<file path="config.mk">
export PLATFORM = sky130hd
export DESIGN_NAME = switch_power_mode_control
export DESIGN_NICKNAME = d
export VERILOG_FILES = /design/src/hdl/power_mode_pkg.sv /design/src/hdl/quiet_timer.sv /design/src/hdl/switch_power_mode_control.sv
export SDC_FILE = /design/constraint.sdc
export NUM_CORES = 1
export LEC_CHECK = 0
export BUFFER_PORTS_ARGS = -buffer_cell sky130_fd_sc_hd__buf_4
export CELL_PAD_IN_SITES_DETAIL_PLACEMENT = 1
export CELL_PAD_IN_SITES_GLOBAL_PLACEMENT = 2
export CORE_MARGIN = 2
export CORE_UTILIZATION = 42
export CTS_BUF_LIST = sky130_fd_sc_hd__clkbuf_4 sky130_fd_sc_hd__clkbuf_8
export DETAILED_ROUTE_END_ITERATION = 7
export GPL_ROUTABILITY_DRIVEN = 0
export PLACE_DENSITY = 0.95
export SYNTH_ARGS = -nofsm -noshare
export SYNTH_HDL_FRONTEND = slang
export SYNTH_HIERARCHICAL = 1
export SYNTH_SLANG_ARGS = --single-unit
</file>
<file path="constraint.sdc">
create_clock -name clock -period 3.6 [get_ports clock]
set_input_delay 0.9 -clock clock [delete_from_list [all_inputs] [get_ports clock]]
set_output_delay 0.9 -clock clock [all_outputs]
set_load 0.02 [all_outputs]
</file>
<file path="src/hdl/power_mode_pkg.sv">
package power_mode_pkg;

  // Register offsets on the register port
  localparam logic [7:0] POWER_CONTROL_ONE_OFFSET  = 8'h0E;
  localparam logic [7:0] SLEEP_DELAY_COUNT_OFFSET  = 8'h0F;

  // Field positions in power_control_one
  localparam int         PLL_DOWN_BIT              = 5;
  localparam int         MODE_HI_BIT               = 4;
  localparam int         MODE_LO_BIT               = 3;
  localparam int         SPARE_HI_BIT              = 2;
  localparam int         SPARE_LO_BIT              = 1;

  // Power state field encodings
  localparam logic [1:0] MODE_FULL_POWER           = 2'h0;
  localparam logic [1:0] MODE_ENERGY_DETECT        = 2'h1;
  localparam logic [1:0] MODE_SOFT_OFF             = 2'h2;
  localparam logic [1:0] MODE_SAVING               = 2'h3;

  // Reset values
  localparam logic [1:0] MODE_RESET                = 2'h0;
  localparam logic       PLL_DOWN_RESET            = 1'h0;
  localparam logic [1:0] SPARE_RESET               = 2'h0;
  localparam logic [7:0] SLEEP_DELAY_RESET         = 8'h50;
  localparam logic [7:0] UNMAPPED_READ_VALUE       = 8'h00;

  // Strap level that selects energy detection at reset
  localparam logic       STRAP_ENERGY_LEVEL        = 1'h0;

  // Timing
  localparam int         CLOCK_PERIOD_NS           = 10;
  localparam int         SLEEP_UNIT_MS             = 20;
  localparam int         SLEEP_UNIT_CYCLES         = SLEEP_UNIT_MS * 1000000 / CLOCK_PERIOD_NS;
  localparam int         SOFT_OFF_SETTLE_CYCLES    = 8;

  localparam int         PORT_COUNT                = 5;

endpackage : power_mode_pkg

</file>
<file path="src/hdl/quiet_timer.sv">
`timescale 1ns/10ps
`default_nettype none

module quiet_timer
#(
  parameter int unsigned UNIT_CYCLES = power_mode_pkg::SLEEP_UNIT_CYCLES
)
(
  input  wire logic       clock,
  input  wire logic       resetn,
  input  wire logic       run,
  input  wire logic       energy_seen,
  input  wire logic [7:0] delay_units,
  output logic            quiet_done
);
  import power_mode_pkg::*;

  typedef struct packed
  {
    logic [31:0] cycle_count;
    logic [7:0]  units;
    logic        done;
  } timer_s;

  timer_s state;
  timer_s next_state;

  always_comb
  begin
    next_state = state;
    if (!run || energy_seen)
    begin
      // Any energy restarts the quiet interval from zero
      next_state.cycle_count = 32'h0;
      next_state.units       = 8'h00;
      next_state.done        = 1'b0;
    end
    else if (!state.done)
    begin
      if (state.units >= delay_units)
      begin
        next_state.done = 1'b1;
      end
      else if (state.cycle_count == UNIT_CYCLES - 32'h1)
      begin
        next_state.cycle_count = 32'h0;
        next_state.units       = state.units + 8'h01;
      end
      else
      begin
        next_state.cycle_count = state.cycle_count + 32'h1;
      end
    end
  end

  always_ff @(posedge clock or negedge resetn)
  begin
    if (!resetn)
    begin
      state <= '0;
    end
    else
    begin
      state <= next_state;
    end
  end

  assign quiet_done = state.done;

endmodule : quiet_timer

`default_nettype wire

</file>
<file path="src/hdl/switch_power_mode_control.sv">
// Overview of operation
// - The two-bit power state field selects full power for 00, energy detection for 01, soft off for 10 and power saving for 11.
// - The power state field sits in bits 4 to 3 of power_control_one and is readable and writable.
// - After reset the power state field is loaded from the strap pin: low selects energy detection, high selects full power.
// - Bit 5 lets the PLL power down during energy-detect power-down, otherwise the PLL stays on; it resets to 0.
// - The sleep delay count resets to 0x50, eighty units or 1.6 s.
`timescale 1ns/10ps
`default_nettype none

module switch_power_mode_control
#(
  parameter int unsigned SLEEP_UNIT_CYCLES = power_mode_pkg::SLEEP_UNIT_CYCLES
)
(
  input  wire logic                              clock,
  input  wire logic                              resetn,
  input  wire logic [7:0]                        reg_addr,
  input  wire logic                              reg_write,
  input  wire logic [7:0]                        reg_wdata,
  input  wire logic                              reg_read,
  output logic      [7:0]                        reg_rdata,
  output logic                                   reg_rdata_valid,
  input  wire logic                              power_state_strap_pin,
  input  wire logic [power_mode_pkg::PORT_COUNT-1:0] port_energy,
  output logic                                   full_power_state,
  output logic                                   saving_state,
  output logic                                   energy_detect_state,
  output logic                                   soft_off_state,
  output logic                                   energy_detect_power_down,
  output logic                                   pll_power_down
);
  import power_mode_pkg::*;

  typedef enum logic [2:0]
  {
    st_full,
    st_saving,
    st_energy_watch,
    st_energy_sleep,
    st_soft_pending,
    st_soft_off
  } power_state_e;

  typedef struct packed
  {
    logic         strap_done;
    logic [1:0]   mode;
    logic         pll_down_enable;
    logic [1:0]   spare;
    logic [7:0]   sleep_delay;
    logic [7:0]   rdata;
    logic         rvalid;
    power_state_e pstate;
    logic [3:0]   settle;
  } control_s;

  control_s state;
  control_s next_state;

  logic write_one;
  logic read_one;
  logic quiet_done;

  function automatic power_state_e state_for_mode(input logic [1:0] mode);
    power_state_e result;
    result = st_full;
    if (mode == MODE_ENERGY_DETECT)
    begin
      result = st_energy_watch;
    end
    else if (mode == MODE_SOFT_OFF)
    begin
      result = st_soft_pending;
    end
    else if (mode == MODE_SAVING)
    begin
      result = st_saving;
    end
    return result;
  endfunction : state_for_mode

  function automatic logic [7:0] control_one_image(input control_s s);
    logic [7:0] image;
    image                            = 8'h00;
    image[PLL_DOWN_BIT]              = s.pll_down_enable;
    image[MODE_HI_BIT:MODE_LO_BIT]   = s.mode;
    image[SPARE_HI_BIT:SPARE_LO_BIT] = s.spare;
    return image;
  endfunction : control_one_image

  assign write_one = reg_write && (reg_addr == POWER_CONTROL_ONE_OFFSET);
  assign read_one  = reg_read && (reg_addr == POWER_CONTROL_ONE_OFFSET);

  quiet_timer
  #(
    .UNIT_CYCLES (SLEEP_UNIT_CYCLES)
  )
  u_quiet_timer
  (
    .clock       (clock),
    .resetn      (resetn),
    .run         (state.pstate == st_energy_watch),
    .energy_seen (|port_energy),
    .delay_units (state.sleep_delay),
    .quiet_done  (quiet_done)
  );

  always_comb
  begin
    next_state        = state;
    next_state.rvalid = 1'b0;

    // Read data path, registered
    if (reg_read)
    begin
      next_state.rvalid = 1'b1;
      if (reg_addr == POWER_CONTROL_ONE_OFFSET)
      begin
        next_state.rdata = control_one_image(state);
      end
      else if (reg_addr == SLEEP_DELAY_COUNT_OFFSET)
      begin
        next_state.rdata = state.sleep_delay;
      end
      else
      begin
        next_state.rdata = UNMAPPED_READ_VALUE;
      end
    end

    // Power state sequencing
    case (state.pstate)
      st_energy_watch:
      begin
        if (quiet_done)
        begin
          next_state.pstate = st_energy_sleep;
        end
      end
      st_energy_sleep:
      begin
        if (|port_energy)
        begin
          next_state.pstate = st_energy_watch;
        end
      end
      st_soft_pending:
      begin
        if (read_one)
        begin
          // Read-back abandons the request; a fresh write is needed
          next_state.pstate = st_full;
        end
        else if (state.settle == 4'h0)
        begin
          next_state.pstate = st_soft_off;
        end
        else
        begin
          next_state.settle = state.settle - 4'h1;
        end
      end
      default:
      begin
        next_state.pstate = state.pstate;
      end
    endcase

    // Strap capture on the first edge after reset release
    if (!state.strap_done)
    begin
      next_state.strap_done = 1'b1;
      if (power_state_strap_pin == STRAP_ENERGY_LEVEL)
      begin
        next_state.mode   = MODE_ENERGY_DETECT;
        next_state.pstate = st_energy_watch;
      end
      else
      begin
        next_state.mode   = MODE_FULL_POWER;
        next_state.pstate = st_full;
      end
    end

    // Register writes win over the sequencing above
    if (write_one)
    begin
      next_state.pll_down_enable = reg_wdata[PLL_DOWN_BIT];
      next_state.mode            = reg_wdata[MODE_HI_BIT:MODE_LO_BIT];
      next_state.spare           = reg_wdata[SPARE_HI_BIT:SPARE_LO_BIT];
      next_state.strap_done      = 1'b1;
      if (state.pstate == st_soft_off
          && reg_wdata[MODE_HI_BIT:MODE_LO_BIT] == MODE_SOFT_OFF)
      begin
        next_state.pstate = st_soft_off;
      end
      else
      begin
        next_state.pstate = state_for_mode(reg_wdata[MODE_HI_BIT:MODE_LO_BIT]);
        next_state.settle = 4'(SOFT_OFF_SETTLE_CYCLES - 1);
      end
    end
    else if (reg_write && reg_addr == SLEEP_DELAY_COUNT_OFFSET)
    begin
      next_state.sleep_delay = reg_wdata;
    end
  end

  always_ff @(posedge clock or negedge resetn)
  begin
    if (!resetn)
    begin
      state.strap_done      <= 1'b0;
      state.mode            <= MODE_RESET;
      state.pll_down_enable <= PLL_DOWN_RESET;
      state.spare           <= SPARE_RESET;
      state.sleep_delay     <= SLEEP_DELAY_RESET;
      state.rdata           <= 8'h00;
      state.rvalid          <= 1'b0;
      state.pstate          <= st_full;
      state.settle          <= 4'h0;
    end
    else
    begin
      state <= next_state;
    end
  end

  assign reg_rdata                = state.rdata;
  assign reg_rdata_valid          = state.rvalid;
  assign full_power_state         = (state.pstate == st_full)
                                    || (state.pstate == st_soft_pending);
  assign saving_state             = (state.pstate == st_saving);
  assign energy_detect_state      = (state.pstate == st_energy_watch)
                                    || (state.pstate == st_energy_sleep);
  assign soft_off_state           = (state.pstate == st_soft_off);
  assign energy_detect_power_down = (state.pstate == st_energy_sleep);
  assign pll_power_down           = state.pll_down_enable
                                    && (state.pstate == st_energy_sleep);

endmodule : switch_power_mode_control

`default_nettype wire

</file>
# Word level (Yosys, flattened, before mapping)
# Index checks and enable logic that the tools add are counted.
classes:
  order_cmp: 1
  eq_ne: 18
  n_addsub: 3
  bitwise_logic: 1
  n_mux: 28
  n_reduce_logical: 17
op_table:
  columns: ["cell", "count"]
  rows:
  - ["$mux W41", 2]
  - ["$mux W40", 1]
  - ["$add A32 B1 Y32 const B", 1]
  - ["$eq A32 B21 Y1 const B", 1]
  - ["$mux W32", 1]
  - ["$mux W3", 8]
  - ["$mux W8", 3]
  - ["$eq A8 B4 Y1 const B", 2]
  - ["$mux W4", 4]
  - ["$pmux W3 S3", 1]
  - ["$add A8 B1 Y8 const B", 1]
  - ["$ge A8 B8 Y1", 1]
  - ["$mux W7", 1]
  - ["$eq A3 B2 Y1 const B", 2]
  - ["$eq A3 B3 Y1 const B", 2]
  - ["$mux W6", 1]
  - ["$logic_and A1 B1 Y1", 5]
  - ["$ne A5 B2 Y1 const B", 1]
  - ["$ne A5 B5 Y1 const B", 1]
  - ["$reduce_or A5 Y1", 1]
  - ["$eq A2 B2 Y1 const B", 2]
  - ["$logic_not A4 Y1", 1]
  - ["$mux W1", 4]
  - ["$mux W2", 2]
  - ["15 further kinds", 19]
word_totals:
  in_bits: 26
  register_bits: 71
  output_inout_bits: 15
  elab_cells: 80

# Depth between registers and ports, before layout
# Gate-level depths: netlist (run 1).
logic_depth:
  word_depth: 6
  ltp_mapped: 11
  mapped_depth_nobuf: 9

# Cells and area by module
# The synthesis (run 1) kept the hierarchy.
modules_own_cells:
  columns: ["mod", "area_each_um2", "cells_per_inst", "seq_area_each_um2", "n_inst"]
  rows:
  - ["quiet_timer", 2542.4, 274, 1026.0, 1]
  - ["switch_power_mode_control", 1555.2, 138, 753.2, 1]

# Worst setup path before layout (run 1)
# Ideal clock, no wire load.
synth_timing:
  path_type: "input -> register"
  from: "input port_energy[1] in the netlist's numbering"
  to: "register u_quiet_timer/state[6] in the netlist's numbering"
  path_buffers: 2
  t_required_ns: 3.479
  arrival_time_ns: 2.467
  stages: 10
  path_slack_ns: 1.012
  setup_ns: 0.121
  path_cell_list: "nor3_1 > nand2_1 > nor2b_1 > nand2b_1 > clkbuf_1 > a41o_1 > a21boi_1 > buf_2 > and3_1 > o22a_1"
synth_via:
  elab_chain_len: 4
  elab_cells_between_ends: 7
  cone_classes: "eq/ne: 2; mux: 1; reduce/logical: 4"
synth_lines:
  columns: ["item", "line_no", "source"]
  rows:
  - ["start, declared", "switch_power_mode_control.sv:24", "input wire logic [power_mode_pkg::PORT_COUNT-1:0] port_energy,"]
  - ["$reduce_or A5 Y1 (*)", "switch_power_mode_control.sv:103", ".energy_seen (|port_energy),"]
  - ["$logic_or A1 B1 Y1 (*)", "quiet_timer.sv:31", "if (!run || energy_seen)"]
  - ["$ne A2 B2 Y1 (no source line), or another cell as far along", null, null]
  - ["$reduce_and A3 Y1 (no source line)", null, null]
  - ["end signal, assigned", "quiet_timer.sv:64", "state <= next_state;"]
  - ["end, declared", "quiet_timer.sv:25", "timer_s state;"]
# Mark *: on every way between the ends. The rest lies on a longest branch, timed or not.
# A chain may end at the register's enable or synchronous reset.

==> results.md, run 1 <==
- Worst setup path startpoint: state[5]
- Nets: 479
- Vias in the first global route: roughly 3500
- TNS Setup: 0 ns
- Slew HR: 0.394
- Synthesized area per cell: 9.95 sq um
- Setup bufs post-CTS: 0
- RSZ-0062 raised after global routing: false
- Post-CTS resize count: 0
- Startpoint type of the worst setup path: flop
- Die width: between 100 and 150 microns
- Die area: 10600 sq um
- HP Start: reg_rdata[6]
- Total Power: 2.02 mW
- Initial cell density of the core: 0.425
- Clock Tree Root: clkbuf_8
- Register area: 1780 sq um
- Num ports: 41
- Pwr per Cell Area: 430 nW/um^2
- Synth warn: 6
- Static leakage: 1.97 nW
- Global Route Usage Sum: 0.217
- Max Clock Skew: 0.00883 ns
- Critical path type: flop to flop
- Synth cell types: 72
- Top_reg_cell synth: dfrtp_1
- Area of the multi-input gates: 2100 sq um
- Largest net degree at the start of global routing: 72
- CTS Buf Count: 9
- Row count: 36
- Syn nets: ~450
- Clock Latency Late Sink: around 0.35 ns
- Worst hold path class: flop to flop
- Drt total wl: 10500 microns
- DP HPWL: 7480 microns
- Required @ worst endpoint: 3.83 ns
- Post-synth EDFFs: 0
- Via density: 5.72
- Layout fillers: 1112
- Port bufs: 40
- Initial DRC Count: 130
- Grt total ovfl: 0
- Synth Instances: 412
- # setup viols final: 0
- P&R area growth vs syn: 14.7%
- Remaining antenna violation count: 0
- Mapped Area: around 4000 sq um
- H-tree depth: 3
- Min Tclk post-route: between 2 and 3 ns
- Die height: 103 microns
- R2R Path Start: state[5]
- Status: finished, final reports clean
- WL per Instance: 18.1 microns
- First-pass GRT wire length: approximately 18000 microns
- Reg clk slew, reported paths: 0.08 ns
- Final Hold Vio Count: 0
- Period Utilization, post-route: 0.801
- Hold_buf cts: 0
- CTS tree: yes
- # Max-Cap Violations: 0
- First-pass DRT Iterations: 4
- Register area share after synthesis: 0.434
- Crit path arrival time: roughly 3.1 ns
- Peak Freq: 0.347 GHz
- Routed via count: 3320
- Worst-path fanout max: 18
- CTS Sinks: 71
- Max Slew Vio Count: 0
- Drt drc: 0
- Worst setup EP type: flop
- Layout cells sized above 1: 0.213
- Slew @ Worst Pin: 0.909 ns
- Antenna Cells: 0
- Initial antenna violation count: 0
- Post-synth ARST share: 1.00
- Longest Clk Path Bufs: 2
- Synth Register Bits: 71
- VDD IR-drop max: 0.172 mV
- Core area: 9640 sq um
==> routing by layer <==
layer / routed length [microns] / global-route usage / vias to the layer above
li1: - / - / 1543
met1: 4810 / 0.286 / 1737
met2: 5390 / 0.366 / 31
met3: 170 / 0.0292 / 9
met4: 114 / 0.0810 / 0
met5: 0 / 0 / -
==> kinds of logic after synthesis <==
kind of cell,count (synthesis),share of synthesized area
AND/OR/NAND/NOR,148,0.201
AO/OA/AOI/OAI,97,0.188
flip-flops,71,0.434
buffers and inverters,47,0.0547
multiplexers,19,0.0498
XOR/XNOR,18,0.0385
adder cells (fa/ha/maj),11,0.0336
other,1,0.000915
==> cells in the final DEF, fill, tap and decap left out, types with 7 or more instances in the layout <==
cell / n
o21ai_0: 28
xnor2_1: 17
inv_1: 22
clkbuf_8: 9
mux2_2: 10
o2bb2ai_1: 8
a21oi_1: 10
nor2_1: 33
nand3_1: 22
and3_1: 11
a211oi_1: 7
mux2i_1: 8
dfrtp_1: 69
ha_1: 11
nand2_1: 33
buf_4: 43
==> where the power goes <==
part / internal [mW] / leakage (nW) / switching (mW)
registers: 0.838 / 0.966 / 0.0541
clock network: 0.463 / 0.120 / 0.331
logic: 0.147 / 0.885 / 0.188
==> final cells by class <==
type                       count  share of cell area
multi-input combinational    294               0.447
sequential                    71               0.379
timing repair buffer          43              0.0687
tap                          133              0.0354
clock buffer                   9              0.0264
clock inverter                 7              0.0256
inverter                      23              0.0184
==> through the flow <==
stage / util / area [sq um] / hold WS [ns] / setup slack, ns / cells
global route: 0.488 / 4700 / 0.518 / 0.507 / 580
CTS: 0.488 / 4700 / 0.497 / 0.722 / 580
detailed placement: 0.462 / 4460 / 0.475 / 0.566 / 564
finish: 0.488 / 4700 / 0.491 / 0.716 / 580
floorplan: - / 4100 / 0.456 / 1.01 / 412
global placement: 0.462 / 4460 / 0.470 / 0.601 / 564
==> state kept, by name, summed over array words and instances, names as in the netlist <==
| register | flops |
|---|---|
| u_quiet_timer/state | 40 |
| state | 21 |
| reg_rdata | 8 |
| reg_rdata_valid | 1 |
| u_quiet_timer/quiet_done | 1 |
==> synth_stat cells, drive strengths merged, types with 6 or more instances <==
| library cell | count | area [sq um] |
|---|---|---|
| and3 | 11 | 68.8 |
| o2bb2ai | 8 | 70.1 |
| mux2 | 11 | 124 |
| nor2b | 7 | 43.8 |
| mux2i | 8 | 80.1 |
| nor3 | 6 | 35.0 |
| clkbuf | 7 | 27.5 |
| and4 | 6 | 52.6 |
| a211oi | 8 | 72.6 |
| nand3 | 23 | 120 |
| o31ai | 6 | 45.0 |
| a21oi | 10 | 50.1 |
| nand2b | 6 | 45.0 |
| ha | 11 | 138 |
| a2111oi | 7 | 113 |
| xnor2 | 17 | 149 |
| inv | 23 | 86.3 |
| o21ai | 28 | 140 |
| nand2 | 33 | 124 |
| buf | 17 | 110 |
| nor2 | 34 | 135 |
| dfrtp | 69 | 1730 |
==> critical path: stages (launching register included) <==
cell	delay (ns)
dfrtp_1	0.48
nor2b_1	0.19
nor2b_1	0.15
nor2b_2	0.17
nand2b_1	0.24
a41o_1	0.40
a21boi_2	0.73
buf_4	0.32
nor2_1	0.09
==> worst paths after layout <==
kind	endpoint	slack, ns	depth (start not counted)
max	u_quiet_timer/state[37]	0.72	8
min	reg_rdata[6]	0.49	1
max reg2reg	u_quiet_timer/state[37]	0.72	8
min reg2reg	reg_rdata[6]	0.49	1
max in group asynchronous	u_quiet_timer/state[35]	2.33	1
min in group asynchronous	reg_rdata_valid	0.66	1
No activity file was read; power rests on OpenSTA's default activity.
==> inputs of run 2 (changes only) <==
CORE_UTILIZATION = 39   (was 42)
PLACE_DENSITY = 0.89   (was 0.95)
clock period = 2.7 ns   (was 3.6 ns; I/O delays follow)
==> results.md, run 2 (synthesis results as in run 1) <==
- Routed via count: 3311 (-0.27%)
- Longest Clk Path Bufs: 2 (unchanged)
- P&R area growth vs syn: 17.9%
- Reg clk slew, reported paths: 0.08 ns (about the same)
- DP HPWL: 7560 microns (+0.99%)
- Row count: 37 (+2.8%)
- Nets: 497 (+3.8%)
- CP max-delay cell: a2111oi_2
- Period Utilization, post-route: 0.950 (+0.149)
- Crit path top cell by count: buf_4
- Max Slew Vio Count: 0 (unchanged)
- Initial cell density of the core: 0.399 (-0.0264)
- Initial DRC Count: 121 (-6.9%)
- Worst-path fanout max: 10 (-8)
- First-pass DRT Iterations: 4 (unchanged)
- Largest net degree at the start of global routing: 42 (-42%)
- Clock Latency Late Sink: 0.36 ns (about the same)
- Remaining antenna violation count: 0 (unchanged)
- Status: finished, final reports clean
- Slew HR: 0.641 (+0.246)
- Layout fillers: 1147 (+3.1%)
- VDD IR-drop max: 0.234 mV (+36%)
- Crit path arrival time: 2.79 ns (-0.33 ns)
- Critical path type: flop to flop
- CTS Buf Count: 9 (unchanged)
- Critical path cell sequence: inv_1 -> ha_1 -> nand2b_4 -> a2111oi_4 -> o221ai_2 -> buf_4 -> buf_4 -> a2111oi_2 -> xnor2_1 -> nor2_1
- Hold_buf cts: 0 (unchanged)
- Grt total ovfl: 0 (unchanged)
- H-tree depth: 3 (unchanged)
- # Max-Cap Violations: 0 (unchanged)
- Required @ worst endpoint: 2.93 ns (-0.90 ns)
- Die area: 11300 sq um (+7.4%)
- First-pass GRT wire length: 18100 microns (+2.1%)
- Bufs and invs on worst path: 3 (+2)
- Largest stage delay on the critical path: 0.40 ns (-0.33 ns)
- Max Clock Skew: 0.0114 ns (+0.00255 ns)
- Drt total wl: 10400 microns (-1.2%)
- Min Tclk post-route: 2.56 ns (-0.319 ns)
- Top reg by flops: u_quiet_timer/state
- Pwr per Cell Area: 542 nW/um^2 (+26%)
- Vias in the first global route: 3629 (+3.6%)
- Placed cell area: 4610 sq um (+3.4%)
- Initial antenna violation count: 0 (unchanged)
- Final design instance area without fill: 4830 sq um (+2.8%)
- Port bufs: 40 (unchanged)
- Antenna Cells: 0 (unchanged)
- CTS tree: yes
- Largest register FFs: 40 (unchanged)
- WL per Instance: 17.2 microns (-4.7%)
- Static leakage: 2.06 nW (+4.4%)
- Slew @ Worst Pin: 0.535 ns (-0.374 ns)
- Most common cell after layout, fill and taps aside: dfrtp_1
- Die height: 107 microns (+3.6%)
- Core area: 10300 sq um (+6.6%)
- CTS Sinks: 71 (unchanged)
- Total Power: 2.62 mW (+29%)
- # setup viols final: 0 (unchanged)
- Via density: 5.51 (-3.8%)
- Final Hold Vio Count: 0 (unchanged)
- Clock Tree Root: clkbuf_8
- Worst setup EP type: flop
- Highest-count cells in the layout ignoring fill and taps: dfrtp_1 (69), buf_4 (60), nor2_1 (33), nand2_1 (33), o21ai_0 (28)
- Drt drc: 0 (unchanged)
- CP delay by family, top: compound AO/OA/AOI/OAI gates
- RSZ-0062 raised after global routing: true
- Layout cells sized above 1: 0.243 (+0.0305)
- Die width: 107 microns (+3.6%)
- Global Route Usage Sum: 0.201 (-0.0153)
- Startpoint type of the worst setup path: flop
- Worst hold path class: input port to asynchronous set/reset pin
- Peak Freq: 0.390 GHz (+12%)
- Num ports: 41 (unchanged)
-- run 2: area by class of cell --
class | instances | area [sq um] | area share
Clock inverter | 6 | 85.1 | 0.0176
Timing Repair Buffer | 61 | 470 | 0.0974
Sequential cell | 71 | 1780 | 0.368
Tap cell | 136 | 170 | 0.0352
Multi-Input combinational cell | 294 | 2110 | 0.436
Inverter | 23 | 86.3 | 0.0179
Clock buffer | 10 | 131 | 0.0272
-- run 2: per-stage QoR --
stage / setup TNS, ns / setup WS (ns) / std cells / hold slack [ns] / util
after floorplan: 0 / 0.248 / 412 / 0.379 / -
after global placement: 0 / 0.179 / 585 / 0.472 / 0.448
after detailed placement: 0 / 0.0907 / 585 / 0.479 / 0.448
after CTS: 0 / 0.0626 / 601 / 0.257 / 0.469
after global routing: -0.0946 / -0.0354 / 601 / 0.265 / 0.470
final: 0 / 0.136 / 601 / 0.254 / 0.470
-- run 2: final timing paths --
path	startpoint	endpoint	slack [ns]	cells after the start
max	u_quiet_timer/state[1]	u_quiet_timer/state[33]	0.14	10
min in group clock	reg_rdata[5]	reg_rdata[5]	0.50	1
max in group asynchronous	resetn	state[22]	1.83	2
min	resetn	reg_rdata[1]	0.25	1
max reg2reg	u_quiet_timer/state[1]	u_quiet_timer/state[33]	0.14	10
min reg2reg	reg_rdata[5]	reg_rdata[5]	0.50	1
-- run 2: metal layers --
layer  track usage  wire length [microns]
met1         0.260                   4780
met2         0.341                   5190
met3        0.0270                    216
met4        0.0826                    163
met5             0                      0
-- run 2: timing repair --
action / 4_1_cts / 5_1_grt
setup endpoints to repair: 0 / 20
resized for setup: 0 / 1
buffers inserted: 0 / 0
endpoints found under the hold margin: 0 / 0
-- run 2: power by group --
group	switching, mW	internal (mW)
clock network	0.418	0.527
registers	0.0615	1.12
logic	0.269	0.223
total	0.748	1.87
